--- src/gcs_pkg.sv ---
// ==========================================================
// shared constants and carriers for the switchover mux
package gcs_pkg;

  // ==========================================================
  // widths and counts
  localparam int unsigned NUM_PINS = 6;
  localparam int unsigned CNT_W = 5;
  localparam logic [4:0] STUCK_RISES = 5'h02; // new-clock rises before old is taken as stuck high
  localparam logic [4:0] HOLD_FALLS = 5'h02; // new-clock falls spent low before following
  localparam logic [4:0] MAX_SWITCH_EDGES = 5'h11; // longest handover, in new-clock cycles
  localparam logic [2:0] STRAP_SETTLE = 3'h5; // cycles after reset before the strap is caught
  localparam logic [4:0] CNT_RST = 5'h00;
  localparam logic [2:0] SETTLE_RST = 3'h0;

  // ==========================================================
  // reset values
  localparam logic OUT_RST = 1'b0;
  localparam logic SRC_RST = 1'b0;
  localparam logic BYPASS_RST = 1'b0;
  localparam logic [NUM_PINS-1:0] PINS_RST = 6'h00;

  // ==========================================================
  // types
  typedef struct packed {
    logic lost_b;
    logic lost_a;
    logic strap;
    logic sel;
    logic clk_b;
    logic clk_a;
  } gcs_pins_t;

  typedef struct packed {
    logic busy;
    logic active_src;
    logic bypass;
  } gcs_status_t;

  typedef enum logic [1:0] {
    GCS_FOLLOW,
    GCS_DRAIN,
    GCS_HOLD_LOW
  } gcs_state_t;

endpackage : gcs_pkg

--- src/gcs_mux.sv ---
`timescale 1ns/1ps
// What this block does
// (RQ1) protected switchover never emits a shortened high or low output pulse
// (RQ2) both clock inputs handled identically, either may be primary
// (RQ3) with protection off the new input is routed at once
// (RQ4) strap tied high disables protection for good, plain two-to-one selector
// (RQ5) protected handover completes within 17 new-clock cycles
// (RQ6) follow old clock, hold low for new pulses, then follow new
// (RQ7) old stuck high: hold high for new pulses, go low, then follow
// (RQ8) old stuck low: stay low for new falling edges, then follow
// (RQ9) selected input lost, protection on and no handover running: output frozen at last valid level
// (RQ10) select and clocks synchronised into this domain before use
module gcs_mux (
  input wire logic ref_clk,
  input wire logic rst_n,
  input wire gcs_pkg::gcs_pins_t pins,
  output logic clk_out,
  output gcs_pkg::gcs_status_t status
);

  // ==========================================================
  // pin synchronisers
  logic [gcs_pkg::NUM_PINS-1:0] pins_raw;
  logic [gcs_pkg::NUM_PINS-1:0] lvl_vec;
  gcs_pkg::gcs_pins_t lvl;
  gcs_pkg::gcs_pins_t prev;
  logic [gcs_pkg::NUM_PINS-1:0] prev_q;

  assign pins_raw = pins;

  // one synchroniser per pin
  genvar g;
  generate
    for (g = 0; g < gcs_pkg::NUM_PINS; g++) begin : g_sync
      gcs_sync u_sync (
        .ref_clk(ref_clk),
        .rst_n(rst_n),
        .async_in(pins_raw[g]),
        .level(lvl_vec[g]) // RQ10
      );
    end
  endgenerate

  assign lvl = lvl_vec;
  assign prev = prev_q;

  // input selection, same for either side
  function automatic logic pick_clk(input gcs_pkg::gcs_pins_t p, input logic idx);
    pick_clk = idx ? p.clk_b : p.clk_a; // RQ2
  endfunction : pick_clk

  function automatic logic pick_lost(input gcs_pkg::gcs_pins_t p, input logic idx);
    pick_lost = idx ? p.lost_b : p.lost_a;
  endfunction : pick_lost

  // ==========================================================
  // strap capture
  logic [2:0] settle_q;
  logic [2:0] settle_d;
  logic bypass_q;
  logic bypass_d;

  // strap caught once, after the synchroniser has settled
  always_comb begin
    settle_d = settle_q;
    bypass_d = bypass_q;
    if (settle_q != gcs_pkg::STRAP_SETTLE) begin
      settle_d = settle_q + 3'h1;
      if (settle_d == gcs_pkg::STRAP_SETTLE) begin
        bypass_d = lvl.strap; // RQ4
      end
    end
  end

  always_ff @(posedge ref_clk) begin
    if (!rst_n) begin
      settle_q <= gcs_pkg::SETTLE_RST;
      bypass_q <= gcs_pkg::BYPASS_RST;
    end else begin
      settle_q <= settle_d;
      bypass_q <= bypass_d;
    end
  end

  // ==========================================================
  // handover state machine
  gcs_pkg::gcs_state_t state_q;
  gcs_pkg::gcs_state_t state_d;
  logic cur_q;
  logic cur_d;
  logic out_q;
  logic out_d;
  logic [gcs_pkg::CNT_W-1:0] cnt_q;
  logic [gcs_pkg::CNT_W-1:0] cnt_d;
  logic old_lvl;
  logic new_rise;
  logic new_fall;

  assign old_lvl = pick_clk(lvl, cur_q);
  assign new_rise = pick_clk(lvl, ~cur_q) && !pick_clk(prev, ~cur_q);
  assign new_fall = !pick_clk(lvl, ~cur_q) && pick_clk(prev, ~cur_q);

  // next state, source and output level
  always_comb begin
    state_d = state_q;
    cur_d = cur_q;
    out_d = out_q;
    cnt_d = cnt_q;
    unique case (state_q)
      gcs_pkg::GCS_FOLLOW: begin
        if (bypass_q) begin
          cur_d = lvl.sel; // RQ3
          out_d = pick_clk(lvl, lvl.sel);
        end else if (lvl.sel != cur_q) begin
          state_d = gcs_pkg::GCS_DRAIN; // RQ6
          cnt_d = gcs_pkg::CNT_RST;
          out_d = old_lvl;
        end else if (!pick_lost(lvl, cur_q)) begin
          out_d = old_lvl;
        end // RQ9
      end
      gcs_pkg::GCS_DRAIN: begin
        if (!old_lvl) begin
          state_d = gcs_pkg::GCS_HOLD_LOW; // RQ8
          cnt_d = gcs_pkg::CNT_RST;
          out_d = 1'b0;
        end else if (new_rise && (cnt_q == gcs_pkg::STUCK_RISES - 5'h01)) begin
          state_d = gcs_pkg::GCS_HOLD_LOW; // RQ7
          cnt_d = gcs_pkg::CNT_RST;
          out_d = 1'b0;
        end else begin
          out_d = 1'b1; // RQ6
          if (new_rise) begin
            cnt_d = cnt_q + 5'h01;
          end
        end
      end
      gcs_pkg::GCS_HOLD_LOW: begin
        out_d = 1'b0;
        if (new_fall) begin
          if (cnt_q == gcs_pkg::HOLD_FALLS - 5'h01) begin // RQ5
            state_d = gcs_pkg::GCS_FOLLOW; // RQ1
            cur_d = ~cur_q;
            cnt_d = gcs_pkg::CNT_RST;
          end else begin
            cnt_d = cnt_q + 5'h01;
          end
        end
      end
      default: begin
        state_d = gcs_pkg::GCS_FOLLOW;
      end
    endcase
  end

  always_ff @(posedge ref_clk) begin
    if (!rst_n) begin
      state_q <= gcs_pkg::GCS_FOLLOW;
      cur_q <= gcs_pkg::SRC_RST;
      out_q <= gcs_pkg::OUT_RST;
      cnt_q <= gcs_pkg::CNT_RST;
      prev_q <= gcs_pkg::PINS_RST;
    end else begin
      state_q <= state_d;
      cur_q <= cur_d;
      out_q <= out_d;
      cnt_q <= cnt_d;
      prev_q <= lvl_vec;
    end
  end

  // ==========================================================
  // outputs
  assign clk_out = bypass_q ? pick_clk(lvl, lvl.sel) : out_q; // RQ4
  assign status.busy = (state_q != gcs_pkg::GCS_FOLLOW);
  assign status.active_src = cur_q;
  assign status.bypass = bypass_q;

  // ==========================================================
  // checks
  logic [gcs_pkg::CNT_W-1:0] sw_edges_q;

  // new-clock rises counted across one handover
  always_ff @(posedge ref_clk) begin
    if (!rst_n || state_q == gcs_pkg::GCS_FOLLOW) begin
      sw_edges_q <= gcs_pkg::CNT_RST;
    end else if (new_rise && sw_edges_q != 5'h1f) begin
      sw_edges_q <= sw_edges_q + 5'h01;
    end
  end

  property p_no_rise_in_switch;
    @(posedge ref_clk) disable iff (!rst_n)
      (!bypass_q && state_q != gcs_pkg::GCS_FOLLOW && $past(state_q) != gcs_pkg::GCS_FOLLOW)
        |-> !(out_q && !$past(out_q));
  endproperty
  a_no_rise_in_switch: assert property (p_no_rise_in_switch) // RQ1
    else $error("output rose during handover");

  property p_handover_swaps_source;
    @(posedge ref_clk) disable iff (!rst_n)
      (state_q == gcs_pkg::GCS_HOLD_LOW && state_d == gcs_pkg::GCS_FOLLOW)
        |=> (cur_q != $past(cur_q)) && !out_q;
  endproperty
  a_handover_swaps_source: assert property (p_handover_swaps_source) // RQ2
    else $error("handover did not swap to the other input");

  property p_bypass_immediate;
    @(posedge ref_clk) disable iff (!rst_n)
      bypass_q |-> (clk_out == (lvl.sel ? lvl.clk_b : lvl.clk_a)) && state_q == gcs_pkg::GCS_FOLLOW
        && (!$past(bypass_q) || cur_q == $past(lvl.sel));
  endproperty
  a_bypass_immediate: assert property (p_bypass_immediate) // RQ3
    else $error("bypass output not the selected input");

  property p_strap_sticky;
    @(posedge ref_clk) disable iff (!rst_n)
      (settle_q == gcs_pkg::STRAP_SETTLE) |=> $stable(bypass_q);
  endproperty
  a_strap_sticky: assert property (p_strap_sticky) // RQ4
    else $error("bypass changed after capture");

  property p_switch_bound;
    @(posedge ref_clk) disable iff (!rst_n)
      sw_edges_q <= gcs_pkg::MAX_SWITCH_EDGES;
  endproperty
  a_switch_bound: assert property (p_switch_bound) // RQ5
    else $error("handover exceeded its cycle bound");

  property p_drain_follows_old;
    @(posedge ref_clk) disable iff (!rst_n)
      (state_q == gcs_pkg::GCS_DRAIN && old_lvl && !new_rise) |=> out_q;
  endproperty
  a_drain_follows_old: assert property (p_drain_follows_old) // RQ6
    else $error("output dropped while old clock high");

  property p_stuck_high_drop;
    @(posedge ref_clk) disable iff (!rst_n)
      (state_q == gcs_pkg::GCS_DRAIN && old_lvl && new_rise && cnt_q == 5'h01)
        |=> state_q == gcs_pkg::GCS_HOLD_LOW && !out_q;
  endproperty
  a_stuck_high_drop: assert property (p_stuck_high_drop) // RQ7
    else $error("stuck-high old clock not released");

  property p_hold_low;
    @(posedge ref_clk) disable iff (!rst_n)
      (state_q == gcs_pkg::GCS_HOLD_LOW) |-> !clk_out;
  endproperty
  a_hold_low: assert property (p_hold_low) // RQ8
    else $error("output not low during hold");

  property p_lost_freeze;
    @(posedge ref_clk) disable iff (!rst_n)
      (!bypass_q && state_q == gcs_pkg::GCS_FOLLOW && lvl.sel == cur_q && pick_lost(lvl, cur_q))
        |=> $stable(out_q);
  endproperty
  a_lost_freeze: assert property (p_lost_freeze) // RQ9
    else $error("output moved while input lost");

  property p_sel_starts_switch;
    @(posedge ref_clk) disable iff (!rst_n)
      (!bypass_q && state_q == gcs_pkg::GCS_FOLLOW && lvl.sel != cur_q)
        |=> state_q == gcs_pkg::GCS_DRAIN;
  endproperty
  a_sel_starts_switch: assert property (p_sel_starts_switch) // RQ10
    else $error("select change did not start handover");

endmodule : gcs_mux

--- src/gcs_sync.sv ---
`timescale 1ns/1ps
// ==========================================================
// three-flop synchroniser, level moves once stages two and three agree
module gcs_sync (
  input wire logic ref_clk,
  input wire logic rst_n,
  input wire logic async_in,
  output logic level
);

  logic ff1_q;
  logic ff2_q;
  logic ff3_q;
  logic lvl_q;
  logic lvl_d;

  // filter on the two settled stages
  always_comb begin
    lvl_d = lvl_q;
    if (ff2_q == ff3_q) begin
      lvl_d = ff3_q;
    end
  end

  // ==========================================================
  // synchroniser chain
  always_ff @(posedge ref_clk) begin
    if (!rst_n) begin
      ff1_q <= 1'b0;
      ff2_q <= 1'b0;
      ff3_q <= 1'b0;
      lvl_q <= 1'b0;
    end else begin
      ff1_q <= async_in;
      ff2_q <= ff1_q;
      ff3_q <= ff2_q;
      lvl_q <= lvl_d;
    end
  end

  assign level = lvl_q;

endmodule : gcs_sync

--- config.mk ---
export PLATFORM = sky130hd
export DESIGN_NAME = gcs_mux
export DESIGN_NICKNAME = d
export VERILOG_FILES = /design/src/gcs_pkg.sv /design/src/gcs_mux.sv /design/src/gcs_sync.sv
export SDC_FILE = /design/constraint.sdc
export NUM_CORES = 1
export LEC_CHECK = 0
export BUFFER_PORTS_ARGS = -buffer_cell sky130_fd_sc_hd__buf_2
export CAP_MARGIN = 20
export CORE_AREA = 2 2 50 63
export CTS_BUF_LIST = sky130_fd_sc_hd__clkbuf_4 sky130_fd_sc_hd__clkbuf_8
export DETAILED_ROUTE_END_ITERATION = 8
export DIE_AREA = 0 0 52 65
export GPL_ROUTABILITY_DRIVEN = 0
export PLACE_DENSITY = 0.9
export SYNTH_ARGS = -nofsm -noshare
export SYNTH_HDL_FRONTEND = slang
export SYNTH_SLANG_ARGS = --single-unit
export TNS_END_PERCENT = 30
--- constraint.sdc ---
create_clock -name ref_clk -period 5.4 [get_ports ref_clk]
set_input_delay 0.54 -clock ref_clk [delete_from_list [all_inputs] [get_ports ref_clk]]
set_output_delay 0.54 -clock ref_clk [all_outputs]
set_load 0.01 [all_outputs]
**Word level (Yosys, flattened, before mapping)**

Index checks and enable logic that the tools add are counted.

- Flip-flop bits (word level): 39
- Input port bits: 8
- Output and inout port bits: 4
- Logic and storage cells: 99

- $add $sub $neg: 2
- Eq/ne operators: 20
- Muxes and demuxes: 31
- Bitwise logic cells: 1
- Reduce and logical (&&, ||, !) cells: 14

Operators with widths:

| kind | number |
|---|---|
| $mux W5 | 7 |
| $pmux W5 S3 | 1 |
| $mux W1 | 14 |
| $mux W2 | 6 |
| $ne A2 B2 Y1 const B | 5 |
| $reduce_and A5 Y1 | 2 |
| $ne A4 B4 Y1 const B | 2 |
| $eq A1 B1 Y1 | 6 |
| $ne A3 B3 Y1 const B | 2 |
| $pmux W2 S3 | 1 |
| $add A5 B1 Y5 const B | 1 |
| $eq A5 B1 Y1 const B | 1 |
| $reduce_and A2 Y1 | 2 |
| $reduce_and A4 Y1 | 1 |
| $reduce_bool A2 Y1 | 2 |
| $add A3 B1 Y3 const B | 1 |
| $eq A3 B3 Y1 const B | 1 |
| $logic_and A1 B1 Y1 | 3 |
| $pmux W1 S3 | 1 |
| $reduce_bool A3 Y1 | 1 |
| $eq A2 B1 Y1 const B | 1 |
| $eq A2 B2 Y1 const B | 1 |
| $logic_not A1 Y1 | 2 |
| $logic_not A2 Y1 | 1 |
| other kinds (3) | 3 |

**Longest topological paths before layout**

Gate-level depths: netlist of the first run.

- Depth after elaboration: 7
- Mapped depth: 7
- Depth with buffers taken out: 7

**By module**

Synthesis of the first run repeated with hierarchy kept, for this count alone.

- Cell total of the unflattened synthesis: 182
- Area total of the unflattened synthesis: 1803.0 µm²

By module, submodules not included:

| module | times used | cells an instance | area each (µm²) | seq. area each (µm²) |
|---|---|---|---|---|
| gcs_mux | 1 | 122 | 1104.8 | 300.3 |
| gcs_sync | 6 | 10 | 116.4 | 80.1 |

**Worst setup path before layout of the first run**

Ideal clock, no wire load.

- Path type: register -> register
- Start: register cnt_q[0] (netlist bit)
- End: register cnt_q[4] (netlist bit)
- Setup time: 0.132 ns
- Arrival: 1.787 ns
- Data required time: 5.268 ns
- Path slack: 3.481 ns
- Stages on the path, launching flop included: 7
- Buffers on the path: 0
- Clock period less this slack: 1.919 ns
- Cells stage by stage: dfxtp_1 > ha_1 > or4b_2 > o211ai_1 > a21boi_0 > or3_1 > o311ai_2

- Cells in the longest elaborated chain, start to end: 5
- Elaborated cells between the ends (all ways): 11
- Classes of those cells: add/sub (1); eq/ne (2); mux (6); reduce/logical (2)

RTL lines:

| what | RTL line | source |
|---|---|---|
| start, declared | gcs_mux.sv:93 | `logic [gcs_pkg::CNT_W-1:0] cnt_q;` |
| start signal, assigned | gcs_mux.sv:161 | `cnt_q <= gcs_pkg::CNT_RST;` |
| start signal, assigned | gcs_mux.sv:167 | `cnt_q <= cnt_d;` |
| $add A5 B1 Y5 or $eq A5 B1 Y1 (tied branches) | -- |  |
| $mux W5 or $logic_and A1 B1 Y1 (tied branches) | gcs_mux.sv:133, gcs_mux.sv:127 |  |
| $mux W5 | gcs_mux.sv:127 | `end else if (new_rise && (cnt_q == gcs_pkg::STUCK_RISES - 5'h01)) begin` |
| $mux W5 | gcs_mux.sv:123 | `if (!old_lvl) begin` |
| $pmux W5 S3 | gcs_mux.sv:109 | `unique case (state_q)` |

Parallel ways exist; a longest one is shown, timed or not. The select of a mux whose other input is x is not followed.
A chain may end at the register's enable or synchronous reset.

**Final worst setup path of the first run**

Same ends and word-level chain as after synthesis.

==> results.txt, run 1 <==
----------------------------------------------------
[Synth]
  Number of synthesized flops with an enable pin ... 0
  Simple-gate share of the synthesized area ... 21.1%
  Number of instances in the synthesized netlist ... 187
  Total nets after synthesis ... 205
  Largest area contributor in the netlist ... sky130_fd_sc_hd__dfxtp_1
  Count of distinct cell types in the synthesized netlist ... 39
  Portion of the post-synthesis area used by sequential elements ... 44.6%
  Dominant synthesized flop cell ... sky130_fd_sc_hd__dfxtp_1
  Synth cell count leaders ... sky130_fd_sc_hd__dfxtp_1, sky130_fd_sc_hd__and2_1, sky130_fd_sc_hd__nand2_1
  Mux contribution to synthesized area ... 4.08%
  Share of Yosys cell area claimed by the top area cell type ... 44.6%
  Mapped Area ... 1750 sq um
  Synth Area in XOR/XNOR ... 1.00%
  Cell types with the largest area share after synthesis ... sky130_fd_sc_hd__dfxtp_1, sky130_fd_sc_hd__ha_1, sky130_fd_sc_hd__and2_1, sky130_fd_sc_hd__a21oi_1, sky130_fd_sc_hd__o21ai_0
  Yosys warnings ... 0
  Flip-flop and latch count after synthesis ... 39
  Syn_area_per_cell ... 9.35 sq um
  Adder-cell area share of the yosys netlist ... 7.15%
  Async SR Flop Fraction ... 0%
  Complex-gate fraction of the synthesized area ... 17.0%
  Cell with the most instances after synthesis ... sky130_fd_sc_hd__dfxtp_1
  Main combinational cell family by area after synthesis ... simple AND/OR/NAND/NOR gates

[CTS]
  Post-CTS resize count ... 0
  Number of buffers inserted by hold repair at cts ... 0
  Clock latency of the later-clocked register in the worst-skew pair ... 0.35 ns
  Clock H-tree levels ... 2
  TritonCTS buffer count ... 5
  Num Clock Sinks ... 39
  Max Root-Sink Buffers ... 2
  Buffer count from post-CTS setup fixing ... 0
  Root Buffer ... sky130_fd_sc_hd__clkbuf_4
  CTS tree ... done
  Clk pin slew, worst setup/hold paths ... 0.11 ns

[Die]
  Total Die Area ... 3380 sq um
  Std cell rows ... 22
  Placeable core area ... 2840 sq um
  Initial core utilization ... 61.7%
  Die boundary width ... 52 um
  Ports ... 12
  Die Y-Extent ... 65 um

[Detailed routing]
  Antenna-violating nets left ... 0
  Final routed wire length divided by cell count ... 13.6 um
  DRC violation count after routing ... 0
  Iteration-0 DRC count of the detailed router ... 32
  Drt first pass iters ... 4
  Sum of routed wire length over all layers ... 3190 um
  Routed via count divided by cell count ... 5.62
  Routed vias ... 1,314

[Global routing]
  Number of global-route vias before repair ... 1,312
  Combined global-route utilization of all metal layers ... 21.8%
  Pin count of the biggest net entering global routing ... 27
  Aggregate global routing overflow ... 0
  Number of antenna violations at the first check in global routing ... 0
  Global-route wire length before repair ... 5440 um

[Cells and area]
  Number of diodes ... 0
  Layout area overhead ... 8.37%
  Net count, final ... 215
  Fraction of final layout cells with drive strength greater than 1 ... 14.6%
  Final cell utilization of the core ... 66.9%
  Final design area excluding fillers ... 1900 sq um
  Final Instance Count excl. Fillers ... 234

[Placed design]
  Count of buffers inserted at the top-level ports ... 11
  Cells after DPL ... 226
  DP Worst Slack ... 3.27 ns
  Dpl hpwl ... 2360 um
  Area after DPL ... 1810 sq um

[Job]
  # Max-Cap Violations ... 0

[Timing]
  Pin slew with the least headroom to its limit ... 0.545 ns
  Number of failing hold endpoints at the final stage ... 0
  Hold slack ... 0.389 ns
  Unrepaired setup endpoints after global routing ... false
  Portion of the clock cycle consumed by the worst path in the final layout ... 40.3%
  Fin Clk Skew ... 0.00546 ns
  Total Negative Setup Slacks ... 0 ns
  Fmax ... 459 MHz
  Relative max-transition margin ... 63.7%
  Final Max Slew Viols ... 0
  Minimum setup slack in the final design ... 3.22 ns
  Final period demand of the worst path ... 2.18 ns
  # setup viols final ... 0

[Critical path]
  Category of the critical setup timing path ... flip-flop to flip-flop
  Data arrival at the endpoint of the critical path ... 2.41 ns
  Highest cell delay on the worst timing path ... 0.65 ns
  Worst path buffer plus inverter count ... 0
  Maximum net fanout on the critical path ... 6
  Worst-path cell chain ... ha_1, or4b_2, o211ai_1, a21boi_0, or3_1, o311ai_2
  CP endpoint kind ... flip-flop
  Crit-path slowest cell ... sky130_fd_sc_hd__or4b_2
  Critical path startpoint category ... flip-flop
  Worst path required time ... 5.64 ns
  Dominant delay contributor by cell family on the critical path ... simple AND/OR/NAND/NOR gates

[Pwr]
  Static power due to leakage ... 0.743 nW
  Total design power ... 0.633 mW
  Maximum ir drop on the vdd rail ... 0.203 mV
  Power per cell area ... 334 nW/um^2

[Min path]
  Class of the tightest hold or removal check ... input port to flip-flop

[Run status]
  Result of the run ... finished, final reports clean

----------------------------------------------------
==> sequential cells by signal (all words and copies together) (netlist names) <==
| register | flops |
|---|---|
| g_sync.u_sync.ff1_q | 6 |
| g_sync.u_sync.ff2_q | 6 |
| g_sync.u_sync.ff3_q | 6 |
| g_sync.u_sync.level | 6 |
| cnt_q | 5 |
| settle_q | 3 |
| prev | 2 |
| state_q | 2 |
| bypass_q | 1 |
| cur_q | 1 |
| out_q | 1 |
==> where the power goes <==
group	switching, mW	leakage (nW)	total (mW)	internal, mW
Sequential	0.0104	0.318	0.312	0.301
Clock	0.0926	0.0482	0.202	0.109
Combinational	0.0703	0.377	0.119	0.0491
Total	0.173	0.743	0.633	0.460
==> path summary, 6_finish.rpt <==
path | start | end | slack, ns | cells past startpoint
worst max-delay path | cnt_q[0] | cnt_q[4] | 3.22 | 6
worst min-delay path | pins[2] | g_sync[2].u_sync.ff1_q | 0.39 | 2
worst max register to register | cnt_q[0] | cnt_q[4] | 3.22 | 6
worst min register to register | g_sync[4].u_sync.ff1_q | g_sync[4].u_sync.ff2_q | 0.44 | 1
==> metal layers <==
| metal | vias to the layer above | GRT usage [%] | routed length [um] | share of wire, % |
|---|---|---|---|---|
| li1 | 659 | - | - | - |
| met4 | 0 | 10.5 | 58 | 1.8 |
| met1 | 616 | 21.3 | 1260 | 40 |
| met3 | 7 | 5.76 | 146 | 4.6 |
| met2 | 32 | 40.5 | 1720 | 54 |
| met5 | - | 0 | 0 | 0 |
==> cell type report <==
type	count	area, sq um
Fill cell	230	940
Multi-Input combinational cell	127	880
Sequential cell	39	781
Timing Repair Buffer	11	55.1
Clock buffer	6	51.3
Inverter	13	48.8
Tap cell	36	45.0
Clock inverter	2	35.0
==> cell families (layout without fill, tap and decap cells) <==
family | count (synthesis) | count (layout)
and+or+nand+nor | 65 | 65
AOI/OAI and AO/OA | 43 | 43
DFF | 39 | 39
buffers and inverters | 21 | 32
adders and majority gates | 10 | 10
muxes | 7 | 7
xor gates and xnor gates | 2 | 2
==> placed cells by master, fill, tap and decap left out, types with 2 or more instances in the layout <==
master | netlist | routed
sky130_fd_sc_hd__dfxtp_1 | 39 | 39
sky130_fd_sc_hd__and2_1 | 19 | 19
sky130_fd_sc_hd__nand2_1 | 14 | 14
sky130_fd_sc_hd__a21oi_1 | 13 | 13
sky130_fd_sc_hd__o21ai_0 | 13 | 13
sky130_fd_sc_hd__inv_1 | 12 | 12
sky130_fd_sc_hd__buf_2 | 2 | 11
sky130_fd_sc_hd__ha_1 | 10 | 10
sky130_fd_sc_hd__nand3_1 | 8 | 8
sky130_fd_sc_hd__nor2_1 | 7 | 7
sky130_fd_sc_hd__mux2i_1 | 6 | 6
sky130_fd_sc_hd__clkbuf_4 | 0 | 5
sky130_fd_sc_hd__nor2b_1 | 4 | 4
sky130_fd_sc_hd__a211oi_1 | 3 | 3
sky130_fd_sc_hd__a31oi_1 | 3 | 3
sky130_fd_sc_hd__or2_2 | 2 | 2
sky130_fd_sc_hd__o211ai_1 | 2 | 2
sky130_fd_sc_hd__nand3b_1 | 2 | 2
sky130_fd_sc_hd__nor3_1 | 2 | 2
sky130_fd_sc_hd__o32ai_1 | 2 | 2
No activity file was read; power rests on OpenSTA's default activity.
==> inputs of run 2 (changes only) <==
--- a/config.mk
+++ b/config.mk
@@ -7,12 +7,12 @@
 export LEC_CHECK = 0
 export BUFFER_PORTS_ARGS = -buffer_cell sky130_fd_sc_hd__buf_2
 export CAP_MARGIN = 20
-export CORE_AREA = 2 2 50 63
+export CORE_AREA = 2 2 53 68
 export CTS_BUF_LIST = sky130_fd_sc_hd__clkbuf_4 sky130_fd_sc_hd__clkbuf_8
 export DETAILED_ROUTE_END_ITERATION = 8
-export DIE_AREA = 0 0 52 65
+export DIE_AREA = 0 0 55 70
 export GPL_ROUTABILITY_DRIVEN = 0
-export PLACE_DENSITY = 0.9
+export PLACE_DENSITY = 0.84
 export SYNTH_ARGS = -nofsm -noshare
 export SYNTH_HDL_FRONTEND = slang
 export SYNTH_SLANG_ARGS = --single-unit
==> constraint.sdc (replaced) <==
create_clock -name ref_clk -period 1.85 [get_ports ref_clk]
set_input_delay 0.185 -clock ref_clk [delete_from_list [all_inputs] [get_ports ref_clk]]
set_output_delay 0.185 -clock ref_clk [all_outputs]
set_load 0.01 [all_outputs]
==> results.txt, run 2 (synthesis gave the netlist of run 1 again) <==
----------------------------------------------------
[Placed design]
  Dpl hpwl ... 2290 um (-3.1%)
  Count of buffers inserted at the top-level ports ... 11 (unchanged)
  Area after DPL ... 1910 sq um (+5.7%)

[CTS]
  Clock latency of the later-clocked register in the worst-skew pair ... 0.29 ns (-0.06 ns)
  Root Buffer ... sky130_fd_sc_hd__clkbuf_8
  Max Root-Sink Buffers ... 2 (unchanged)
  Num Clock Sinks ... 39 (unchanged)
  CTS tree ... done
  Clk pin slew, worst setup/hold paths ... 0.08 ns (-0.03 ns)
  Clock H-tree levels ... 2 (unchanged)
  TritonCTS buffer count ... 5 (unchanged)

[Detailed routing]
  Routed vias ... 1,339 (+1.9%)
  Iteration-0 DRC count of the detailed router ... 29 (-9.4%)
  Antenna-violating nets left ... 0 (unchanged)
  Sum of routed wire length over all layers ... 3230 um (+1.4%)
  Final routed wire length divided by cell count ... 12.9 um (-5.1%)
  Drt first pass iters ... 4 (unchanged)
  Routed via count divided by cell count ... 5.36 (-4.6%)
  DRC violation count after routing ... 0 (unchanged)

[Pwr]
  Switching power ... 0.556 mW (+220%)
  Relative contribution of combinational cells to total power ... 20.6% (+1.7 points)
  Power per cell area ... 990 nW/um^2 (+200%)
  Proportion of total power due to net switching ... 27.4% (about the same)
  Static power due to leakage ... 0.828 nW (+11%)
  Internal ... 1.47 mW (+220%)
  Maximum ir drop on the vdd rail ... 0.705 mV (+250%)
  Fraction of power consumed by the clock network ... 34.6% (+2.7 points)
  Sequential cell fraction of total power ... 44.8% (-4.4 points)

[Critical path]
  Critical path startpoint category ... flip-flop
  Category of the critical setup timing path ... flip-flop to flip-flop
  CP endpoint kind ... flip-flop
  Data arrival at the endpoint of the critical path ... 1.99 ns (-0.42 ns)
  Worst path required time ... 2.03 ns (-3.61 ns)
  Maximum net fanout on the critical path ... 11 (+5)

[Timing]
  Hold slack ... 0.0884 ns (-0.301 ns)
  # setup viols final ... 0 (unchanged)
  Fmax ... 552 MHz (+20%)
  Final Max Slew Viols ... 0 (unchanged)
  Unrepaired setup endpoints after global routing ... true
  Relative max-transition margin ... 73.9% (+10 points)
  Pin slew with the least headroom to its limit ... 0.389 ns (-0.156 ns)
  Final period demand of the worst path ... 1.81 ns (-0.364 ns)
  Number of failing hold endpoints at the final stage ... 0 (unchanged)
  Fin Clk Skew ... 0.00565 ns (+0.000194 ns)
  Portion of the clock cycle consumed by the worst path in the final layout ... 98.0% (+58 points)

[Die]
  Die boundary width ... 55 um (+5.8%)
  Ports ... 12 (unchanged)
  Initial core utilization ... 53.0% (-8.7 points)
  Die Y-Extent ... 70 um (+7.7%)
  Total Die Area ... 3850 sq um (+14%)
  Placeable core area ... 3300 sq um (+17%)
  Std cell rows ... 24 (+9.1%)

[Global routing]
  Pin count of the biggest net entering global routing ... 26 (-3.7%)
  Aggregate global routing overflow ... 0 (unchanged)
  Number of antenna violations at the first check in global routing ... 0 (unchanged)
  Combined global-route utilization of all metal layers ... 19.3% (-2.4 points)
  Number of global-route vias before repair ... 1,281 (-2.4%)
  Global-route wire length before repair ... 5420 um (-0.26%)

[Cells and area]
  Fraction of final layout cells with drive strength greater than 1 ... 24.6% (+10 points)
  Leading cell type in the layout, fill and taps excluded ... sky130_fd_sc_hd__dfxtp_1
  Number of diodes ... 0 (unchanged)
  Net count, final ... 228 (+6.0%)
  Final design area excluding fillers ... 2050 sq um (+8.3%)
  Layout area overhead ... 17.3%
  Commonest non-fill, non-tap cells in the layout ... sky130_fd_sc_hd__dfxtp_1, sky130_fd_sc_hd__and2_1, sky130_fd_sc_hd__nand2_1

[Job]
  # Max-Cap Violations ... 0 (unchanged)

[Min path]
  Class of the tightest hold or removal check ... input port to flip-flop

[Run status]
  Result of the run ... finished, final reports clean

----------------------------------------------------
run 2: cell types whose count changed in the layout (fill, tap and decap cells not counted), moves of 4 or more:
| cell | delta |
|---|---|
| sky130_fd_sc_hd__buf_4 | +12 |
| sky130_fd_sc_hd__clkbuf_4 | -5 |
| sky130_fd_sc_hd__dfxtp_1 | -5 |
| sky130_fd_sc_hd__dfxtp_2 | +5 |
| sky130_fd_sc_hd__clkbuf_8 | +4 |
run 2: repair_timing:
| item | in CTS | in global routing |
|---|---|---|
| buffers inserted | 0 | 1 |
| setup endpoints to repair | 1 | 7 |
| hold buffers | 0 | 0 |
| gates resized for setup | 1 | 9 |
| pin swaps | 0 | 4 |
run 2: path summary, 6_finish.rpt:
kind / start / to / slack (ns) / cells after the start
worst max register to register: cur_q / state_q[1] / 0.04 / 7
worst max-delay path: cur_q / state_q[1] / 0.04 / 7
worst min register to register: g_sync[3].u_sync.ff1_q / g_sync[3].u_sync.ff2_q / 0.44 / 1
worst min-delay path: pins[5] / g_sync[5].u_sync.ff1_q / 0.09 / 2
run 2: per-stage QoR:
step                power [mW]  std cells  TNS (ns)  setup WS [ns]  utilization [%]
finish                    2.03        250         0         0.0369             62.1
floorplan                 1.19        187         0         0.0140                -
detailed placement        1.31        241         0        0.00909             57.9
global placement          1.30        241         0         0.0712             57.9
global route              2.13        250    -0.129        -0.0499             62.1
CTS                       2.02        249         0         0.0227             61.3
run 2: worst max-delay path: stages, from the launching register on:
cell,delay (ns)
sky130_fd_sc_hd__dfxtp_1,0.35
sky130_fd_sc_hd__buf_6,0.15
sky130_fd_sc_hd__mux2_2,0.36
sky130_fd_sc_hd__o211ai_1,0.35
sky130_fd_sc_hd__buf_4,0.20
sky130_fd_sc_hd__inv_1,0.05
sky130_fd_sc_hd__o21ai_0,0.15
sky130_fd_sc_hd__a21oi_1,0.08
run 2: cell type report:
| cell class | count | area [sq um] |
|---|---|---|
| inverter | 13 | 48.8 |
| tap | 39 | 48.8 |
| timing repair buffer | 24 | 156 |
| sequential | 39 | 787 |
| clock buffer | 5 | 68.8 |
| fill | 272 | 1250 |
| multi-input combinational | 127 | 898 |
| clock inverter | 3 | 43.8 |
run 2: power by group through the flow:
stage	Clock, mW	Combinational (mW)	Sequential [mW]
global route	0.754	0.457	0.917
detailed placement	0	0.387	0.927
global placement	0	0.374	0.924
CTS	0.721	0.392	0.911
finish	0.702	0.419	0.910
floorplan	0	0.265	0.920
run 2: routing by layer:
layer / track usage [%] / wire [um] / vias up
met1: 21.0 / 1420 / 628
li1: - / - / 684
met4: 10.8 / 59 / 0
met2: 31.7 / 1640 / 21
met3: 5.77 / 111 / 6
met5: 0 / 0 / -
==> inputs of run 3 (changes only) <==
--- a/config.mk
+++ b/config.mk
@@ -13,6 +13,7 @@
 export DIE_AREA = 0 0 55 70
 export GPL_ROUTABILITY_DRIVEN = 0
 export PLACE_DENSITY = 0.84
+export SETUP_SLACK_MARGIN = 0.2
 export SYNTH_ARGS = -nofsm -noshare
 export SYNTH_HDL_FRONTEND = slang
 export SYNTH_SLANG_ARGS = --single-unit
==> results.txt, run 3 (synthesis gave the netlist of run 1 again) <==
----------------------------------------------------
[Run status]
  Result of the run ... finished, final reports clean

[Job]
  # Max-Cap Violations ... 0 (unchanged)

[Global routing]
  Number of antenna violations at the first check in global routing ... 0 (unchanged)
  Global-route wire length before repair ... 5840 um (+7.6%)
  Combined global-route utilization of all metal layers ... 21.0% (+1.7 points)
  Number of global-route vias before repair ... 1,350 (+5.4%)
  Pin count of the biggest net entering global routing ... 25 (-3.8%)
  Aggregate global routing overflow ... 0 (unchanged)

[Detailed routing]
  DRC violation count after routing ... 0 (unchanged)
  Drt first pass iters ... 4 (unchanged)
  Iteration-0 DRC count of the detailed router ... 22 (-24%)
  Final routed wire length divided by cell count ... 13.6 um (+5.2%)
  Antenna-violating nets left ... 0 (unchanged)
  Routed via count divided by cell count ... 5.42 (+1.2%)
  Routed vias ... 1,371 (+2.4%)
  Sum of routed wire length over all layers ... 3440 um (+6.5%)

[Timing]
  # setup viols final ... 0 (unchanged)
  Final period demand of the worst path ... 1.77 ns (-0.0424 ns)
  Final Max Slew Viols ... 0 (unchanged)
  Number of failing hold endpoints at the final stage ... 0 (unchanged)
  Relative max-transition margin ... 73.1% (-0.82 points)
  Fin Clk Skew ... 0.00827 ns (+0.00262 ns)
  Portion of the clock cycle consumed by the worst path in the final layout ... 95.7% (-2.3 points)
  Pin slew with the least headroom to its limit ... 0.401 ns (+0.0116 ns)
  Fmax ... 565 MHz (+2.4%)
  Unrepaired setup endpoints after global routing ... true

[Cells and area]
  Leading cell type in the layout, fill and taps excluded ... sky130_fd_sc_hd__dfxtp_1
  Layout area overhead ... 21.9%
  Number of diodes ... 0 (unchanged)
  Fraction of final layout cells with drive strength greater than 1 ... 34.1% (+9.5 points)
  Commonest non-fill, non-tap cells in the layout ... sky130_fd_sc_hd__dfxtp_1, sky130_fd_sc_hd__and2_1, sky130_fd_sc_hd__buf_4
  Final Instance Count excl. Fillers ... 253 (+1.2%)
  Net count, final ... 231 (+1.3%)

[Die]
  Initial core utilization ... 53.0% (unchanged)
  Std cell rows ... 24 (unchanged)
  Die Y-Extent ... 70 um (unchanged)
  Placeable core area ... 3300 sq um (unchanged)
  Die boundary width ... 55 um (unchanged)
  Total Die Area ... 3850 sq um (unchanged)
  Ports ... 12 (unchanged)

[Critical path]
  Data arrival at the endpoint of the critical path ... 1.98 ns (about the same)
  CP endpoint kind ... flip-flop
  Worst path buffer plus inverter count ... 1 (-2)
  Worst path required time ... 2.06 ns (+0.03 ns)
  Maximum net fanout on the critical path ... 9 (-2)
  Cell count along the critical path ... 6 (-1)
  Worst-path cell chain ... or3b_4, and3_4, a2111oi_4, buf_6, nand3_4, o311ai_2
  Dominant delay contributor by cell family on the critical path ... simple AND/OR/NAND/NOR gates
  Worst-case reg-to-reg path depth ... 6 (-1)
  Crit-path slowest cell ... sky130_fd_sc_hd__or3b_4
  Category of the critical setup timing path ... flip-flop to flip-flop
  Highest cell delay on the worst timing path ... 0.41 ns (+0.05 ns)
  Critical path startpoint category ... flip-flop

[CTS]
  Clk pin slew, worst setup/hold paths ... 0.08 ns (about the same)
  Max Root-Sink Buffers ... 2 (unchanged)
  CTS tree ... done
  TritonCTS buffer count ... 5 (unchanged)
  Root Buffer ... sky130_fd_sc_hd__clkbuf_8
  Clock H-tree levels ... 2 (unchanged)
  Clock latency of the later-clocked register in the worst-skew pair ... 0.30 ns (about the same)
  Num Clock Sinks ... 39 (unchanged)

[Pwr]
  Static power due to leakage ... 0.828 nW (about the same)
  Power per cell area ... 904 nW/um^2 (-8.7%)
  Total design power ... 1.93 mW (-5.1%)
  Maximum ir drop on the vdd rail ... 0.713 mV (+1.1%)

[Min path]
  Number of instances on the worst hold path ... 2 (unchanged)
  Class of the tightest hold or removal check ... input port to flip-flop

[Placed design]
  Count of buffers inserted at the top-level ports ... 11 (unchanged)
  Cells after DPL ... 239 (-0.83%)
  Dpl hpwl ... 2340 um (+2.1%)

----------------------------------------------------
-- run 3: power by group --
group / total (mW) / internal [mW] / switching [mW]
Sequential: 0.911 / 0.878 / 0.0330
Clock: 0.576 / 0.269 / 0.307
Combinational: 0.440 / 0.200 / 0.240
Total: 1.93 / 1.35 / 0.580
-- run 3: per-stage QoR --
stage	area [sq um]	util [%]	TNS, ns	hold slack (ns)	setup WS [ns]
3_5_place_dp	1910	57.7	0	0.389	0.0294
5_1_grt	2130	64.5	-0.0160	0.0732	-0.0114
3_3_place_gp	1910	57.7	0	0.384	0.0874
6_report	2130	64.5	0	0.0828	0.0793
4_1_cts	2050	62.2	0	0.0701	0.120
2_1_floorplan	1770	-	0	0.307	0.175
-- run 3: final timing paths --
| path | startpoint | end | slack (ns) |
|---|---|---|---|
| setup / recovery | g_sync[1].u_sync.level | cnt_q[4] | 0.08 |
| hold / removal | pins[5] | g_sync[5].u_sync.ff1_q | 0.08 |
| setup reg to reg | g_sync[1].u_sync.level | cnt_q[4] | 0.08 |
| hold reg to reg | g_sync[5].u_sync.ff1_q | g_sync[5].u_sync.ff2_q | 0.44 |
-- run 3: final cells by class --
class                           count  area [sq um]
Clock inverter                      3          25.0
Clock buffer                        5          68.8
Fill cell                         269          1170
Multi-Input combinational cell    127           963
Sequential cell                    39           796
Tap cell                           39          48.8
Inverter                           13          51.3
Timing Repair Buffer               27           179
-- run 3: what timing repair did --
action / in CTS / in global routing
pin swaps: 4 / 8
resized for setup: 10 / 18
buffers inserted: 5 / 1
setup endpoints to repair: 8 / 9
hold endpoints to repair: 0 / 0
hold buffers: 0 / 0
-- run 3: per-layer routing --
layer	wire length, um	part of all wire [%]	up-vias	GRT usage, %
met5	0	0	-	0
met4	114	3.3	0	13.3
met3	91	2.6	9	5.13
met2	1810	53	19	33.9
met1	1420	41	653	23.5
li1	-	-	690	-
